--- src/logic/cid_pkg.sv ---
/*
 * Shared constants for the instruction decode core: field positions,
 * operation codes, selector codes and the small enumerations.
 * Assumes fixed 32-bit instruction words from a word-aligned fetch.
 */
// Functional notes
// - each instruction is one aligned 32-bit word in immediate, jump or register format
// - extract 6-bit major code, 6-bit selector and four 5-bit register/shift fields
// - immediate format has 16-bit immediate; jump format has 26-bit target field
// - load/store address is base register plus sign-extended 16-bit offset only
// - instruction using a just-loaded register stalls until the load data arrives
// - address names the lowest-addressed byte: MSB in big-endian, LSB in little-endian
// - lanes from size and low address bits; word 0, triple 0/1, half 0/2, byte any
// - any other size/offset pair raises an address error and performs no access
// - multiplies go to the multiplier while later instructions keep flowing
// - move from upper/lower product stalls until the product is ready
// - computation takes two registers, or one register and a 16-bit immediate
// - jumps and branches act one instruction late; delay slot executes unless an untaken likely branch nullifies it
// - jump target is 26-bit field shifted by two with upper four pc bits
// - register jumps take the full 32-bit register value as new pc
// - branch target is delay-slot address plus sign-extended offset shifted by two
// - untaken likely branch nullifies its delay-slot instruction
// - count-leading-ones scans from the top bit and gives 32 for all ones
// - count-leading-zeros scans from the top bit and gives 32 for all zeros
`default_nettype none
package cid_pkg;
    // ------------------------------------------------------------
    // field positions
    // ------------------------------------------------------------
    localparam int MAJOR_HI = 31;
    localparam int MAJOR_LO = 26;
    localparam int SRC_HI   = 25;
    localparam int SRC_LO   = 21;
    localparam int SEC_HI   = 20;
    localparam int SEC_LO   = 16;
    localparam int DST_HI   = 15;
    localparam int DST_LO   = 11;
    localparam int SHF_HI   = 10;
    localparam int SHF_LO   = 6;
    localparam int FUN_HI   = 5;
    localparam int IMM_HI   = 15;
    localparam int JMP_HI   = 25;
    localparam logic [31:0] PC_STEP = 32'h0000_0004;

    // ------------------------------------------------------------
    // major codes, selectors
    // ------------------------------------------------------------
    localparam logic [5:0] OP_SPECIAL  = 6'h00;
    localparam logic [5:0] OP_REGIMM   = 6'h01;
    localparam logic [5:0] OP_J        = 6'h02;
    localparam logic [5:0] OP_JAL      = 6'h03;
    localparam logic [5:0] OP_BEQ      = 6'h04;
    localparam logic [5:0] OP_BNE      = 6'h05;
    localparam logic [5:0] OP_BLEZ     = 6'h06;
    localparam logic [5:0] OP_BGTZ     = 6'h07;
    localparam logic [5:0] OP_BEQL     = 6'h14;
    localparam logic [5:0] OP_BNEL     = 6'h15;
    localparam logic [5:0] OP_BLEZL    = 6'h16;
    localparam logic [5:0] OP_BGTZL    = 6'h17;
    localparam logic [5:0] OP_SPECIAL2 = 6'h1C;
    localparam logic [5:0] OP_LB       = 6'h20;
    localparam logic [5:0] OP_LH       = 6'h21;
    localparam logic [5:0] OP_LW       = 6'h23;
    localparam logic [5:0] OP_LBU      = 6'h24;
    localparam logic [5:0] OP_LHU      = 6'h25;
    localparam logic [5:0] OP_SB       = 6'h28;
    localparam logic [5:0] OP_SH       = 6'h29;
    localparam logic [5:0] OP_SW       = 6'h2B;
    localparam logic [5:0] FN_JR       = 6'h08;
    localparam logic [5:0] FN_JALR     = 6'h09;
    localparam logic [5:0] FN_MFUPPER  = 6'h10;
    localparam logic [5:0] FN_MFLOWER  = 6'h12;
    localparam logic [5:0] FN_MULT     = 6'h18;
    localparam logic [5:0] FN_DIVU     = 6'h1B;
    localparam logic [5:0] FN2_MUL     = 6'h02;
    localparam logic [5:0] FN2_MSUBU   = 6'h05;
    localparam logic [5:0] FN2_ZEROS   = 6'h20;
    localparam logic [5:0] FN2_ONES    = 6'h21;

    // ------------------------------------------------------------
    // enumerations
    // ------------------------------------------------------------
    typedef enum logic [1:0] {FMT_IMM, FMT_JUMP, FMT_REG} cid_fmt_e;
    typedef enum logic [1:0] {SZ_BYTE, SZ_HALF, SZ_TRIPLE, SZ_WORD} cid_size_e;
    typedef enum logic {MUL_IDLE, MUL_BUSY} cid_mul_e;
endpackage
`default_nettype wire

--- src/logic/cid_lane_map.sv ---
/*
 * Byte lane selection and alignment check for one data access.
 * Assumes size and offset come from the decode core in the same cycle.
 */
`timescale 1ns/1ps
`default_nettype none
module cid_lane_map (
    // access
    input  wire cid_pkg::cid_size_e access_size,
    input  wire logic [1:0]         byte_offset,
    input  wire logic               big_endian,
    // result
    output logic [3:0]              byte_lanes,
    output logic                    misaligned
);
    // little-endian mask; big-endian is its mirror
    function automatic logic [3:0] le_mask(input cid_pkg::cid_size_e s, input logic [1:0] o);
        case (s)
            cid_pkg::SZ_BYTE:   return 4'h1 << o;
            cid_pkg::SZ_HALF:   return 4'h3 << o;
            cid_pkg::SZ_TRIPLE: return 4'h7 << o;
            default:            return 4'hF;
        endcase
    endfunction

    // legal pairs only; anything else gives no lanes at all
    always_comb begin
        logic [3:0] m;
        m = le_mask(access_size, byte_offset);
        case (access_size)
            cid_pkg::SZ_BYTE:   misaligned = 1'b0;
            cid_pkg::SZ_HALF:   misaligned = byte_offset[0];
            cid_pkg::SZ_TRIPLE: misaligned = byte_offset[1];
            default:            misaligned = (byte_offset != 2'h0);
        endcase
        if (misaligned) begin
            byte_lanes = 4'h0;
        end else if (big_endian) begin
            byte_lanes = {m[0], m[1], m[2], m[3]};
        end else begin
            byte_lanes = m;
        end
    end
endmodule
`default_nettype wire

--- src/logic/cid_lead_count.sv ---
/*
 * Leading ones / leading zeros counter for a 32-bit word.
 * Assumes the caller registers the result.
 */
`timescale 1ns/1ps
`default_nettype none
module cid_lead_count (
    // operand
    input  wire logic [31:0] word,
    input  wire logic        count_ones,
    // result
    output logic [5:0]       count
);
    // scan from the top bit; the run ends at the first differing bit
    function automatic logic [5:0] lead_run(input logic [31:0] w, input logic ones);
        logic [5:0] n;
        logic       run;
        n = 6'h00;
        run = 1'b1;
        for (int i = 31; i >= 0; i--) begin
            if (run && (w[i] == ones)) begin
                n = n + 6'h01;
            end else begin
                run = 1'b0;
            end
        end
        return n;
    endfunction

    always_comb begin
        count = lead_run(word, count_ones);
    end
endmodule
`default_nettype wire

--- src/logic/cid_core.sv ---
/*
 * Instruction decode core: field split, load/store address and lanes,
 * load-use and product interlocks, delayed jumps and branches, and
 * leading-bit counts. All outputs are registered.
 * Assumes the fetch side honours instr_ready and that the operand ports
 * always carry the registers named by the instruction being decided.
 */
`timescale 1ns/1ps
`default_nettype none
module cid_core (
    // clock and reset
    input  wire logic         clk,
    input  wire logic         rst_n,
    // instruction from fetch
    input  wire logic         instr_valid,
    input  wire logic [31:0]  instr_word,
    input  wire logic [31:0]  instr_pc,
    output logic              instr_ready,
    // operands and configuration
    input  wire logic [31:0]  source_value,
    input  wire logic [31:0]  second_value,
    input  wire logic         big_endian,
    // completions
    input  wire logic         load_ready,
    input  wire logic         product_ready,
    // decoded fields
    output logic              issue_valid,
    output cid_pkg::cid_fmt_e instr_format,
    output logic [5:0]        major_code_field,
    output logic [4:0]        source_reg_field,
    output logic [4:0]        second_source_field,
    output logic [4:0]        dest_reg_field,
    output logic [4:0]        shift_count_field,
    output logic [5:0]        function_field,
    output logic [15:0]       imm_field,
    output logic [25:0]       jump_field,
    // data access
    output logic              mem_read,
    output logic              mem_write,
    output logic [31:0]       eff_addr,
    output logic [3:0]        byte_lanes,
    output logic              addr_error,
    // multiplier
    output logic              mul_start,
    output logic              move_from_upper_product,
    output logic              move_from_lower_product,
    // leading count
    output logic              count_valid,
    output logic [5:0]        count_result,
    // control flow
    output logic              nullify,
    output logic              redirect_valid,
    output logic [31:0]       redirect_pc
);

    // ------------------------------------------------------------
    // state
    // ------------------------------------------------------------
    typedef struct packed {
        logic              ready;
        logic              hold_valid;
        logic [31:0]       hold_word;
        logic [31:0]       hold_pc;
        logic              load_pend;
        logic [4:0]        load_reg;
        cid_pkg::cid_mul_e mul_state;
        logic              slot_pend;
        logic              slot_taken;
        logic              slot_null;
        logic [31:0]       slot_target;
        logic              issue;
        cid_pkg::cid_fmt_e fmt;
        logic [31:0]       word;
        logic              rd;
        logic              wr;
        logic [31:0]       addr;
        logic [3:0]        lanes;
        logic              aerr;
        logic              mstart;
        logic              mfu;
        logic              mfl;
        logic              cvalid;
        logic [5:0]        count;
        logic              nul;
        logic              redir;
        logic [31:0]       redir_pc;
    } cid_core_s;

    cid_core_s st;
    cid_core_s next_st;

    function automatic logic [31:0] sext16(input logic [15:0] v);
        return {{16{v[15]}}, v};
    endfunction

    // branch condition on the two operands
    function automatic logic br_cond(input logic [5:0] op, input logic [4:0] rt,
                                     input logic [31:0] a, input logic [31:0] b);
        case (op)
            cid_pkg::OP_BEQ, cid_pkg::OP_BEQL:   return a == b;
            cid_pkg::OP_BNE, cid_pkg::OP_BNEL:   return a != b;
            cid_pkg::OP_BLEZ, cid_pkg::OP_BLEZL: return a[31] || (a == 32'h0000_0000);
            cid_pkg::OP_BGTZ, cid_pkg::OP_BGTZL: return !a[31] && (a != 32'h0000_0000);
            cid_pkg::OP_REGIMM:                  return rt[0] ? !a[31] : a[31];
            default:                             return 1'b0;
        endcase
    endfunction

    // ------------------------------------------------------------
    // decode of the instruction being decided
    // ------------------------------------------------------------
    logic              cur_valid;
    logic [31:0]       cur_word;
    logic [31:0]       cur_pc;
    logic [5:0]        op;
    logic [5:0]        fn;
    logic [4:0]        rs;
    logic [4:0]        rt;
    logic [15:0]       cur_imm;
    logic [25:0]       cur_jt;
    logic              is_load;
    logic              is_store;
    logic              is_muldiv;
    logic              is_mfhilo;
    logic              is_count;
    logic              is_branch;
    logic              is_likely;
    logic              is_jreg;
    logic              is_jimm;
    logic              hazard_load;
    logic              hazard_mul;
    logic              issue_now;
    logic              null_this;
    cid_pkg::cid_size_e acc_size;
    logic [31:0]       cur_addr;
    logic [3:0]        lanes;
    logic              misaligned;
    logic [5:0]        lead;

    // a held instruction takes precedence over the port
    assign cur_valid = st.hold_valid || (instr_valid && st.ready);
    assign cur_word  = st.hold_valid ? st.hold_word : instr_word;
    assign cur_pc    = st.hold_valid ? st.hold_pc : instr_pc;
    assign op        = cur_word[cid_pkg::MAJOR_HI:cid_pkg::MAJOR_LO];
    assign fn        = cur_word[cid_pkg::FUN_HI:0];
    assign rs        = cur_word[cid_pkg::SRC_HI:cid_pkg::SRC_LO];
    assign rt        = cur_word[cid_pkg::SEC_HI:cid_pkg::SEC_LO];
    assign cur_imm   = cur_word[cid_pkg::IMM_HI:0];
    assign cur_jt    = cur_word[cid_pkg::JMP_HI:0];

    // instruction classes
    assign is_load   = (op == cid_pkg::OP_LB) || (op == cid_pkg::OP_LH) ||
                       (op == cid_pkg::OP_LW) || (op == cid_pkg::OP_LBU) ||
                       (op == cid_pkg::OP_LHU);
    assign is_store  = (op == cid_pkg::OP_SB) || (op == cid_pkg::OP_SH) ||
                       (op == cid_pkg::OP_SW);
    assign is_muldiv = ((op == cid_pkg::OP_SPECIAL) && (fn >= cid_pkg::FN_MULT) &&
                        (fn <= cid_pkg::FN_DIVU)) ||
                       ((op == cid_pkg::OP_SPECIAL2) && (fn <= cid_pkg::FN2_MSUBU) &&
                        (fn != 6'h03));
    assign is_mfhilo = (op == cid_pkg::OP_SPECIAL) &&
                       ((fn == cid_pkg::FN_MFUPPER) || (fn == cid_pkg::FN_MFLOWER));
    assign is_count  = (op == cid_pkg::OP_SPECIAL2) &&
                       ((fn == cid_pkg::FN2_ZEROS) || (fn == cid_pkg::FN2_ONES));
    assign is_jimm   = (op == cid_pkg::OP_J) || (op == cid_pkg::OP_JAL);
    assign is_jreg   = (op == cid_pkg::OP_SPECIAL) &&
                       ((fn == cid_pkg::FN_JR) || (fn == cid_pkg::FN_JALR));
    assign is_branch = ((op >= cid_pkg::OP_BEQ) && (op <= cid_pkg::OP_BGTZ)) ||
                       ((op >= cid_pkg::OP_BEQL) && (op <= cid_pkg::OP_BGTZL)) ||
                       ((op == cid_pkg::OP_REGIMM) && (rt[3:2] == 2'b00));
    assign is_likely = (op == cid_pkg::OP_REGIMM) ? rt[1] : op[4];

    // size from the opcode low bits: byte, half, word
    always_comb begin
        case (op[1:0])
            2'h0:    acc_size = cid_pkg::SZ_BYTE;
            2'h1:    acc_size = cid_pkg::SZ_HALF;
            default: acc_size = cid_pkg::SZ_WORD;
        endcase
    end

    // base plus sign-extended offset is the only addressing mode
    assign cur_addr = source_value + sext16(cur_imm);

    cid_lane_map u_lanes (
        .access_size (acc_size),
        .byte_offset (cur_addr[1:0]),
        .big_endian  (big_endian),
        .byte_lanes  (lanes),
        .misaligned  (misaligned)
    );

    cid_lead_count u_lead (
        .word       (source_value),
        .count_ones (fn[0]),
        .count      (lead)
    );

    // interlocks: a stale operand or an unfinished product holds the instruction
    assign hazard_load = st.load_pend && !load_ready && (st.load_reg != 5'h00) &&
                         ((rs == st.load_reg) || (rt == st.load_reg));
    assign hazard_mul  = (st.mul_state == cid_pkg::MUL_BUSY) && !product_ready &&
                         (is_mfhilo || is_muldiv);
    assign issue_now   = cur_valid && !hazard_load && !hazard_mul;
    assign null_this   = st.slot_pend && st.slot_null;

    // ------------------------------------------------------------
    // next state
    // ------------------------------------------------------------
    always_comb begin
        next_st = st;
        // hold the blocked instruction; ready drops the cycle after
        next_st.ready      = !(cur_valid && !issue_now);
        next_st.hold_valid = cur_valid && !issue_now;
        if (!st.hold_valid) begin
            next_st.hold_word = instr_word;
            next_st.hold_pc   = instr_pc;
        end
        // pending load: a new load wins over a completion in the same cycle
        if (issue_now && is_load && !null_this && !misaligned) begin
            next_st.load_pend = 1'b1;
            next_st.load_reg  = rt;
        end else if (load_ready) begin
            next_st.load_pend = 1'b0;
        end
        // multiplier runs beside the pipe; only product moves and new multiplies wait
        case (st.mul_state)
            cid_pkg::MUL_IDLE: begin
                if (issue_now && is_muldiv && !null_this) begin
                    next_st.mul_state = cid_pkg::MUL_BUSY;
                end
            end
            cid_pkg::MUL_BUSY: begin
                if (issue_now && is_muldiv && !null_this) begin
                    next_st.mul_state = cid_pkg::MUL_BUSY;
                end else if (product_ready) begin
                    next_st.mul_state = cid_pkg::MUL_IDLE;
                end
            end
            default: next_st.mul_state = cid_pkg::MUL_IDLE;
        endcase
        // issue pulses and fields
        next_st.issue    = issue_now;
        next_st.word     = cur_word;
        next_st.fmt      = is_jimm ? cid_pkg::FMT_JUMP :
                           ((op == cid_pkg::OP_SPECIAL) || (op == cid_pkg::OP_SPECIAL2)) ?
                           cid_pkg::FMT_REG : cid_pkg::FMT_IMM;
        next_st.addr     = cur_addr;
        next_st.lanes    = (is_load || is_store) ? lanes : 4'h0;
        next_st.rd       = issue_now && !null_this && is_load && !misaligned;
        next_st.wr       = issue_now && !null_this && is_store && !misaligned;
        next_st.aerr     = issue_now && !null_this && (is_load || is_store) && misaligned;
        next_st.mstart   = issue_now && !null_this && is_muldiv;
        next_st.mfu      = issue_now && !null_this && is_mfhilo && !fn[1];
        next_st.mfl      = issue_now && !null_this && is_mfhilo && fn[1];
        next_st.cvalid   = issue_now && !null_this && is_count;
        next_st.count    = lead;
        next_st.nul      = issue_now && null_this;
        next_st.redir    = issue_now && st.slot_pend && st.slot_taken;
        next_st.redir_pc = st.slot_target;
        if (issue_now) begin
            next_st.slot_pend = 1'b0;
            // a transfer in the delay slot replaces the pending one
            if (!null_this && (is_branch || is_jimm || is_jreg)) begin
                next_st.slot_pend  = 1'b1;
                next_st.slot_taken = is_branch ? br_cond(op, rt, source_value, second_value)
                                               : 1'b1;
                next_st.slot_null  = is_branch && is_likely &&
                                     !br_cond(op, rt, source_value, second_value);
                if (is_jimm) begin
                    next_st.slot_target = {cur_pc[31:28], cur_jt, 2'b00};
                end else if (is_jreg) begin
                    next_st.slot_target = source_value;
                end else begin
                    next_st.slot_target = cur_pc + cid_pkg::PC_STEP +
                                          (sext16(cur_imm) << 2);
                end
            end
        end
    end

    // single register for all state
    always_ff @(posedge clk or negedge rst_n) begin
        if (!rst_n) begin
            st       <= '0;
            st.ready <= 1'b1;
        end else begin
            st <= next_st;
        end
    end

    // ------------------------------------------------------------
    // outputs
    // ------------------------------------------------------------
    assign instr_ready             = st.ready;
    assign issue_valid             = st.issue;
    assign instr_format            = st.fmt;
    assign major_code_field        = st.word[cid_pkg::MAJOR_HI:cid_pkg::MAJOR_LO];
    assign source_reg_field        = st.word[cid_pkg::SRC_HI:cid_pkg::SRC_LO];
    assign second_source_field     = st.word[cid_pkg::SEC_HI:cid_pkg::SEC_LO];
    assign dest_reg_field          = st.word[cid_pkg::DST_HI:cid_pkg::DST_LO];
    assign shift_count_field       = st.word[cid_pkg::SHF_HI:cid_pkg::SHF_LO];
    assign function_field          = st.word[cid_pkg::FUN_HI:0];
    assign imm_field               = st.word[cid_pkg::IMM_HI:0];
    assign jump_field              = st.word[cid_pkg::JMP_HI:0];
    assign mem_read                = st.rd;
    assign mem_write               = st.wr;
    assign eff_addr                = st.addr;
    assign byte_lanes              = st.lanes;
    assign addr_error              = st.aerr;
    assign mul_start               = st.mstart;
    assign move_from_upper_product = st.mfu;
    assign move_from_lower_product = st.mfl;
    assign count_valid             = st.cvalid;
    assign count_result            = st.count;
    assign nullify                 = st.nul;
    assign redirect_valid          = st.redir;
    assign redirect_pc             = st.redir_pc;
endmodule
`default_nettype wire

--- config.mk ---
export PLATFORM = sky130hd
export DESIGN_NAME = cid_core
export DESIGN_NICKNAME = d
export VERILOG_FILES = /design/src/logic/cid_pkg.sv /design/src/logic/cid_lane_map.sv /design/src/logic/cid_lead_count.sv /design/src/logic/cid_core.sv
export SDC_FILE = /design/constraint.sdc
export NUM_CORES = 1
export LEC_CHECK = 0
export BUFFER_PORTS_ARGS = -buffer_cell sky130_fd_sc_hd__buf_2
export CAP_MARGIN = 0
export CELL_PAD_IN_SITES_DETAIL_PLACEMENT = 1
export CELL_PAD_IN_SITES_GLOBAL_PLACEMENT = 1
export CORE_ASPECT_RATIO = 1.4
export CORE_MARGIN = 1
export CORE_UTILIZATION = 48
export DETAILED_ROUTE_END_ITERATION = 6
export PLACE_DENSITY = 0.88
export SLEW_MARGIN = 15
export SYNTH_ARGS = -nofsm -noshare
export SYNTH_HDL_FRONTEND = slang
export SYNTH_HIERARCHICAL = 1
export SYNTH_SLANG_ARGS = --single-unit
--- constraint.sdc ---
create_clock -name clk -period 21.7 [get_ports clk]
set_clock_uncertainty 0.1 [all_clocks]
set_input_delay 4.34 -clock clk [delete_from_list [all_inputs] [get_ports clk]]
set_output_delay 4.34 -clock clk [all_outputs]
set_load 0.005 [all_outputs]
==> results of run 1 <==
worst reg2reg max path, delay by kind of cell, from the launching register on:
kind / cells / cell delay, ns
simple gates: 17 / 2.93
xor+xnor: 5 / 0.91
compound gates: 24 / 4.21
flops: 1 / 0.59
fa+ha+maj: 16 / 5.04
buf+inv: 1 / 0.33
mux: 6 / 1.66
registers in the layout (all words and copies together), names as in the netlist, 2 cells and up:
signal and flops:
byte_lanes 4, count_result 6, dest_reg_field 5, eff_addr 32, function_field 6, imm_field 5
instr_format 2, jump_field 10, major_code_field 6, next_st 32, redirect_pc 32, st 75
synth_stat cells, types with 11 or more instances:
cell,count,area (µm²)
and2_1,32,200
nand2b_1,29,181
inv_1,65,244
o21ai_0,111,556
buf_2,19,95.1
or2_2,16,100
o211ai_1,21,158
a31oi_1,22,138
buf_4,152,1140
nor2_1,147,552
nor4_1,25,156
nor2b_1,19,119
nand4_1,16,100
or3_1,17,106
nor3_1,32,160
nand2_1,177,664
o21bai_1,14,105
o22ai_1,16,100
o21a_1,11,82.6
dfrtp_1,225,5630
a211oi_1,16,120
xor2_1,71,622
o31ai_1,15,113
xnor2_1,82,718
a21oi_1,147,736
and3_1,34,213
mux2_2,57,642
clkbuf_1,30,113
nand3_1,55,275
a21o_1,47,353
ha_1,121,1510
mux2i_1,32,320
power groups by stage:
stage / Clock [mW] / Combinational [mW] / Sequential (mW)
2_1_floorplan: 0 / 1.10 / 0.643
3_3_place_gp: 0 / 1.31 / 0.664
3_5_place_dp: 0 / 1.38 / 0.679
4_1_cts: 0.437 / 1.43 / 0.680
5_1_grt: 0.452 / 1.58 / 0.695
6_report: 0.436 / 1.45 / 0.684
final timing paths:
check	to	slack, ns	cells past startpoint
worst max-delay path	count_result[5]	2.64	70
worst max register to register	count_result[5]	5.84	69
min in group asynchronous	next_st[13]	3.76	1
worst min register to register	redirect_pc[29]	0.28	0
max in group asynchronous	redirect_pc[28]	16.40	2
worst min-delay path	redirect_pc[29]	0.28	0
area by class of cell:
cell class	count	area (µm²)	share of cell area (%)
antenna	6	15.0	0.0748
clock buffer	30	663	3.30
clock inverter	14	164	0.817
inverter	66	248	1.23
multi-input combinational	1577	11200	55.6
sequential	226	5660	28.2
tap	473	592	2.95
timing repair buffer	306	1570	7.83
cells by family (layout without fill, tap and decap cells):
logic type,count (synthesis),in the layout
XOR/XNOR,165,165
other,0,6
AO/OA/AOI/OAI,538,538
adder cells (fa/ha/maj),124,124
buffers and inverters,286,416
multiplexers,100,100
AND/OR/NAND/NOR,650,650
flip-flops,226,226
stage by stage:
stage	utilization [%]	std cells	total power, mW	hold slack [ns]	setup slack (ns)
6_report	53.1	2698	2.57	0.284	2.64
3_5_place_dp	50.8	2648	2.06	0.260	2.29
5_1_grt	53.0	2696	2.73	0.283	1.35
4_1_cts	53.0	2692	2.55	0.275	2.84
2_1_floorplan	-	2089	1.74	0.250	3.62
3_3_place_gp	50.8	2648	1.97	0.260	3.10
metal layers:
| layer | share of wire (%) | track usage (%) | vias up |
|---|---|---|---|
| met2 | 50 | 61.0 | 706 |
| met5 | 0.026 | 0 | - |
| li1 | - | - | 7607 |
| met4 | 7.7 | 24.2 | 2 |
| met1 | 36 | 36.6 | 8551 |
| met3 | 5.9 | 6.23 | 284 |
==> summary.txt, run 1 <==
Outcome
  – Status: finished clean

Finish
  – Final Cell Area: 20100 µm²
  – Most common cell after layout, fill and taps aside: buf_2
  – Fraction of layout cells with a size suffix above 1: 21.1%
  – Filler cell count: 4491
  – Fin nets: 2458
  – Area Growth Syn to Fin: 8.18%
  – Most frequent cells in the layout: buf_2, dfrtp_1, nand2_1

Placement
  – Port bufs: 294
  – Placement Cell Area: 19200 µm²
  – RePlAce Congestion: 0.933
  – Final HPWL DP: 49.0 mm

Global route
  – GRT Util Overall: 34.4%
  – Number of global-route vias before repair: 18400
  – Pin count of the biggest net entering global routing: 120
  – Total gr overflow: 0
  – Antenna violations before repair: 8
  – First-pass GRT wire length: 106 mm

Synth
  – Post-Syn Instances: 2089
  – Synth warn: 6
  – Post-Synth XOR/XNOR Area: 8.75%
  – Largest family of logic cells by synthesized area: compound AO/OA/AOI/OAI gates
  – Post-synthesis sequential area ratio: 30.5%
  – Synth Register Bits: 226
  – Simple-Gate Fraction of Synth Area: 17.7%
  – EDFF count, synth: 0
  – Post-Synth Adder-Cell Area: 8.43%
  – Synthesized area: 18600 µm²
  – Syn Area/Cell: 8.88 µm²
  – Syn Nets: 2346
  – Yosys cell types: 107
  – Post-synthesis mux area share: 5.99%
  – Asr flop ratio synth: 100%
  – Synth Area in Compound Gates: 19.2%
  – Main synth FF type: dfrtp_1

Detailed routing
  – First drt pass iteration count: 5
  – Final WL: 68.4 mm
  – Vias per std cell: 6.36
  – Via count: 17200
  – Antenna-violating nets left: 0
  – First DRT Iteration DRCs: 1268
  – DRC Markers: 0
  – Post-DR wirelength/cell: 25.3 µm

Clock tree
  – CTS clk-pin slew, worst paths: 0.07 ns
  – Worst skew pair latency: 0.56 ns
  – Post-CTS sizing: 0
  – CTS tree: built
  – Clk sinks: 226
  – Max clock buf depth: 3
  – Post-CTS Hold Buffers: 0
  – CTS buffer count: 24
  – H-tree Lvls: 1
  – Setup repair bufs after CTS: 0
  – CTS root buf: clkbuf_16

Setup path
  – CP startpoint: instr_word[0]
  – Crit path max-delay cell type: ha_1
  – Critical Path Fanout Max: 23
  – Startpoint Class: input pin
  – Crit-path max cell delay: 0.52 ns
  – RR Startpoint: st[224]
  – Top cell by count, worst path: ha_1
  – Top cell family by delay on the critical path: adder cells
  – Arrival time at the worst endpoint: 19.43 ns
  – Crit end category: flip-flop
  – CP required: 22.07 ns
  – CP bufs+invs: 2
  – Kind of critical path: in -> reg

Floorplanning
  – CORE AREA: 37800 µm²
  – Die height: 235 µm
  – Starting Density: 49.0%
  – Top-Level Pins: 295
  – DIE WIDTH: 168 µm
  – Die area: 39500 µm²
  – Row count: 84

STA
  – Final Max Slew Viols: 0
  – Fin crit share: 87.8%
  – Final setup viols: 0
  – RSZ-0062 raised after global routing: false
  – Worst-Margin Slew: 1.06 ns
  – Max Fclk: 0.0525 GHz
  – Minimum clock period: 19.06 ns
  – Final hold vios: 0
  – Max-slew headroom: 27.4%
  – Total Neg Setup Slack: 0 ns

Run
  – Max-cap violations: 0

Power
  – Switching power: 1.17 mW
  – Power Dens Cells: 128 nW/µm²
  – Logic pwr share: 56.5%
  – Seq pwr share: 26.6%
  – Pleak: 9.42 nW
  – VDD IR max: 68.9 µV
  – Net Sw Frac: 45.3%
  – Clock share of power: 17.0%
  – Internal power: 1.41 mW

Min path
  – Hold Crit Class: reg -> reg
  – Hold path startpoint: next_st[29]
Note: power is estimated with default switching activity, not from simulation.
==> inputs of run 2 (changes only) <==
- clock period: 21.7 -> 22.5 ns (I/O delays scaled with it)
==> summary.txt, run 2 (synthesized netlist as in run 1, its figures left out) <==
Setup path
  – Critical Path Fanout Max: 47
  – R2R depth: 70
  – FF-to-FF setup slack: 6.36 ns
  – Top cell by count, worst path: ha_1
  – Crit-path max cell delay: 0.48 ns
  – CP required: 22.84 ns
  – Worst R2R End: count_result[5]
  – Crit end category: flip-flop
  – Startpoint Class: input pin
  – Kind of critical path: in -> reg
  – Arrival time at the worst endpoint: 19.67 ns
  – RR Startpoint: st[224]
  – Crit path max-delay cell type: a2111oi_0

STA
  – RSZ-0062 raised after global routing: false
  – Max Fclk: 0.0517 GHz
  – Final hold vios: 0
  – Total Neg Setup Slack: 0 ns
  – Minimum clock period: 19.33 ns
  – Final Max Slew Viols: 0
  – Max-slew headroom: 31.6%
  – Worst-Margin Slew: 0.997 ns
  – Final setup viols: 0
  – Fin crit share: 85.9%

Detailed routing
  – First drt pass iteration count: 5
  – Final WL: 65.4 mm
  – Post-DR wirelength/cell: 24.2 µm
  – First DRT Iteration DRCs: 1012
  – Via count: 17000
  – Antenna-violating nets left: 0
  – DRC Markers: 0
  – Vias per std cell: 6.29

Placement
  – Port bufs: 294
  – Placement Cell Area: 19200 µm²
  – RePlAce Congestion: 0.950
  – Final HPWL DP: 48.5 mm

Power
  – Clock share of power: 17.0%
  – VDD IR max: 69.2 µV
  – Power Dens Cells: 122 nW/µm²
  – Switching power: 1.09 mW
  – Internal power: 1.36 mW
  – Net Sw Frac: 44.5%
  – Pleak: 9.42 nW
  – Logic pwr share: 56.1%
  – Seq pwr share: 27.0%

Finish
  – Largest Register: st
  – Final Cell Area: 20100 µm²
  – Util after Layout: 53.1%
  – Most common cell after layout, fill and taps aside: buf_2
  – Area Growth Syn to Fin: 8.18%
  – Largest register FFs: 75
  – Fin nets: 2459
  – Fraction of layout cells with a size suffix above 1: 21.0%
  – Most frequent cells in the layout: buf_2, dfrtp_1, nand2_1

Min path
  – Hold Crit Class: reg -> reg
  – Hold path startpoint: next_st[25]
  – Hold path cells: 0
  – Hold Path Sink: redirect_pc[25]

Clock tree
  – CTS root buf: clkbuf_16
  – Max clock buf depth: 3
  – Post-CTS sizing: 0
  – CTS clk-pin slew, worst paths: 0.06 ns
  – H-tree Lvls: 1
  – CTS tree: built
  – Clk sinks: 226
  – Setup repair bufs after CTS: 0
  – CTS buffer count: 24
  – Worst skew pair latency: 0.56 ns
  – Post-CTS Hold Buffers: 0

Global route
  – Antenna violations before repair: 6
  – GRT Util Overall: 32.8%
  – Number of global-route vias before repair: 18100
  – First-pass GRT wire length: 101 mm
  – Total gr overflow: 0
  – Pin count of the biggest net entering global routing: 81

Floorplanning
  – Die height: 235 µm
  – Top-Level Pins: 295
  – CORE AREA: 37800 µm²
  – Die area: 39500 µm²
  – DIE WIDTH: 168 µm
  – Row count: 84
  – Starting Density: 49.0%

Run
  – Max-cap violations: 0

Outcome
  – Status: finished clean
## run 2: how the worst max path moves through the flow
stage                            to     startpoint  slack [ns]  cells past startpoint
global placement    count_result[5]  instr_word[0]        3.84                     71
CTS                 count_result[5]  instr_word[0]        3.37                     71
detailed placement  count_result[5]  instr_word[0]        3.09                     71
floorplan           count_result[5]  instr_word[0]        4.26                     77
global route        count_result[5]  instr_word[0]        2.24                     71
finish              count_result[5]  instr_word[0]        3.17                     71
## run 2: power groups by stage
| stage | combinational [mW] | sequential [mW] | clock, mW |
|---|---|---|---|
| floorplan | 1.06 | 0.620 | 0 |
| global placement | 1.26 | 0.645 | 0 |
| detailed placement | 1.33 | 0.659 | 0 |
| CTS | 1.36 | 0.659 | 0.417 |
| global route | 1.49 | 0.673 | 0.432 |
| finish | 1.37 | 0.660 | 0.416 |
## run 2: final cells by class
type,instances,area (µm²)
clock buffers,35,692
clock inverters,9,124
diodes,6,15.0
inverters,66,248
multi-input cells,1577,11200
flip-flops and latches,226,5660
fillers,4496,17800
repair buffers,307,1580
well taps,473,592
## run 2: per-layer routing
metal  global-route usage [%]  vias to the layer above  share of wire [%]
li1                         -                     7607                  -
met1                     34.6                     8480                 36
met2                     60.7                      642                 52
met3                     4.33                      240                5.0
met4                     21.1                        0                7.0
met5                        0                        -                  0
## run 2: worst max-delay path: cells and delay by family
family	cells	cell delay, ns
AO/OA/AOI/OAI	24	4.54
AND/OR/NAND/NOR	17	2.76
adder cells (fa/ha/maj)	16	5.05
multiplexers	6	1.37
XOR/XNOR	5	0.92
buffers and inverters	3	0.45
## run 2: metrics by stage
step / hold slack, ns / power, mW / instances / setup slack (ns)
2_1_floorplan: 0.250 / 1.68 / 2089 / 4.26
3_3_place_gp: 0.259 / 1.90 / 2649 / 3.84
3_5_place_dp: 0.264 / 1.99 / 2649 / 3.09
4_1_cts: 0.267 / 2.43 / 2693 / 3.37
5_1_grt: 0.281 / 2.59 / 2698 / 2.24
6_report: 0.277 / 2.45 / 2699 / 3.17
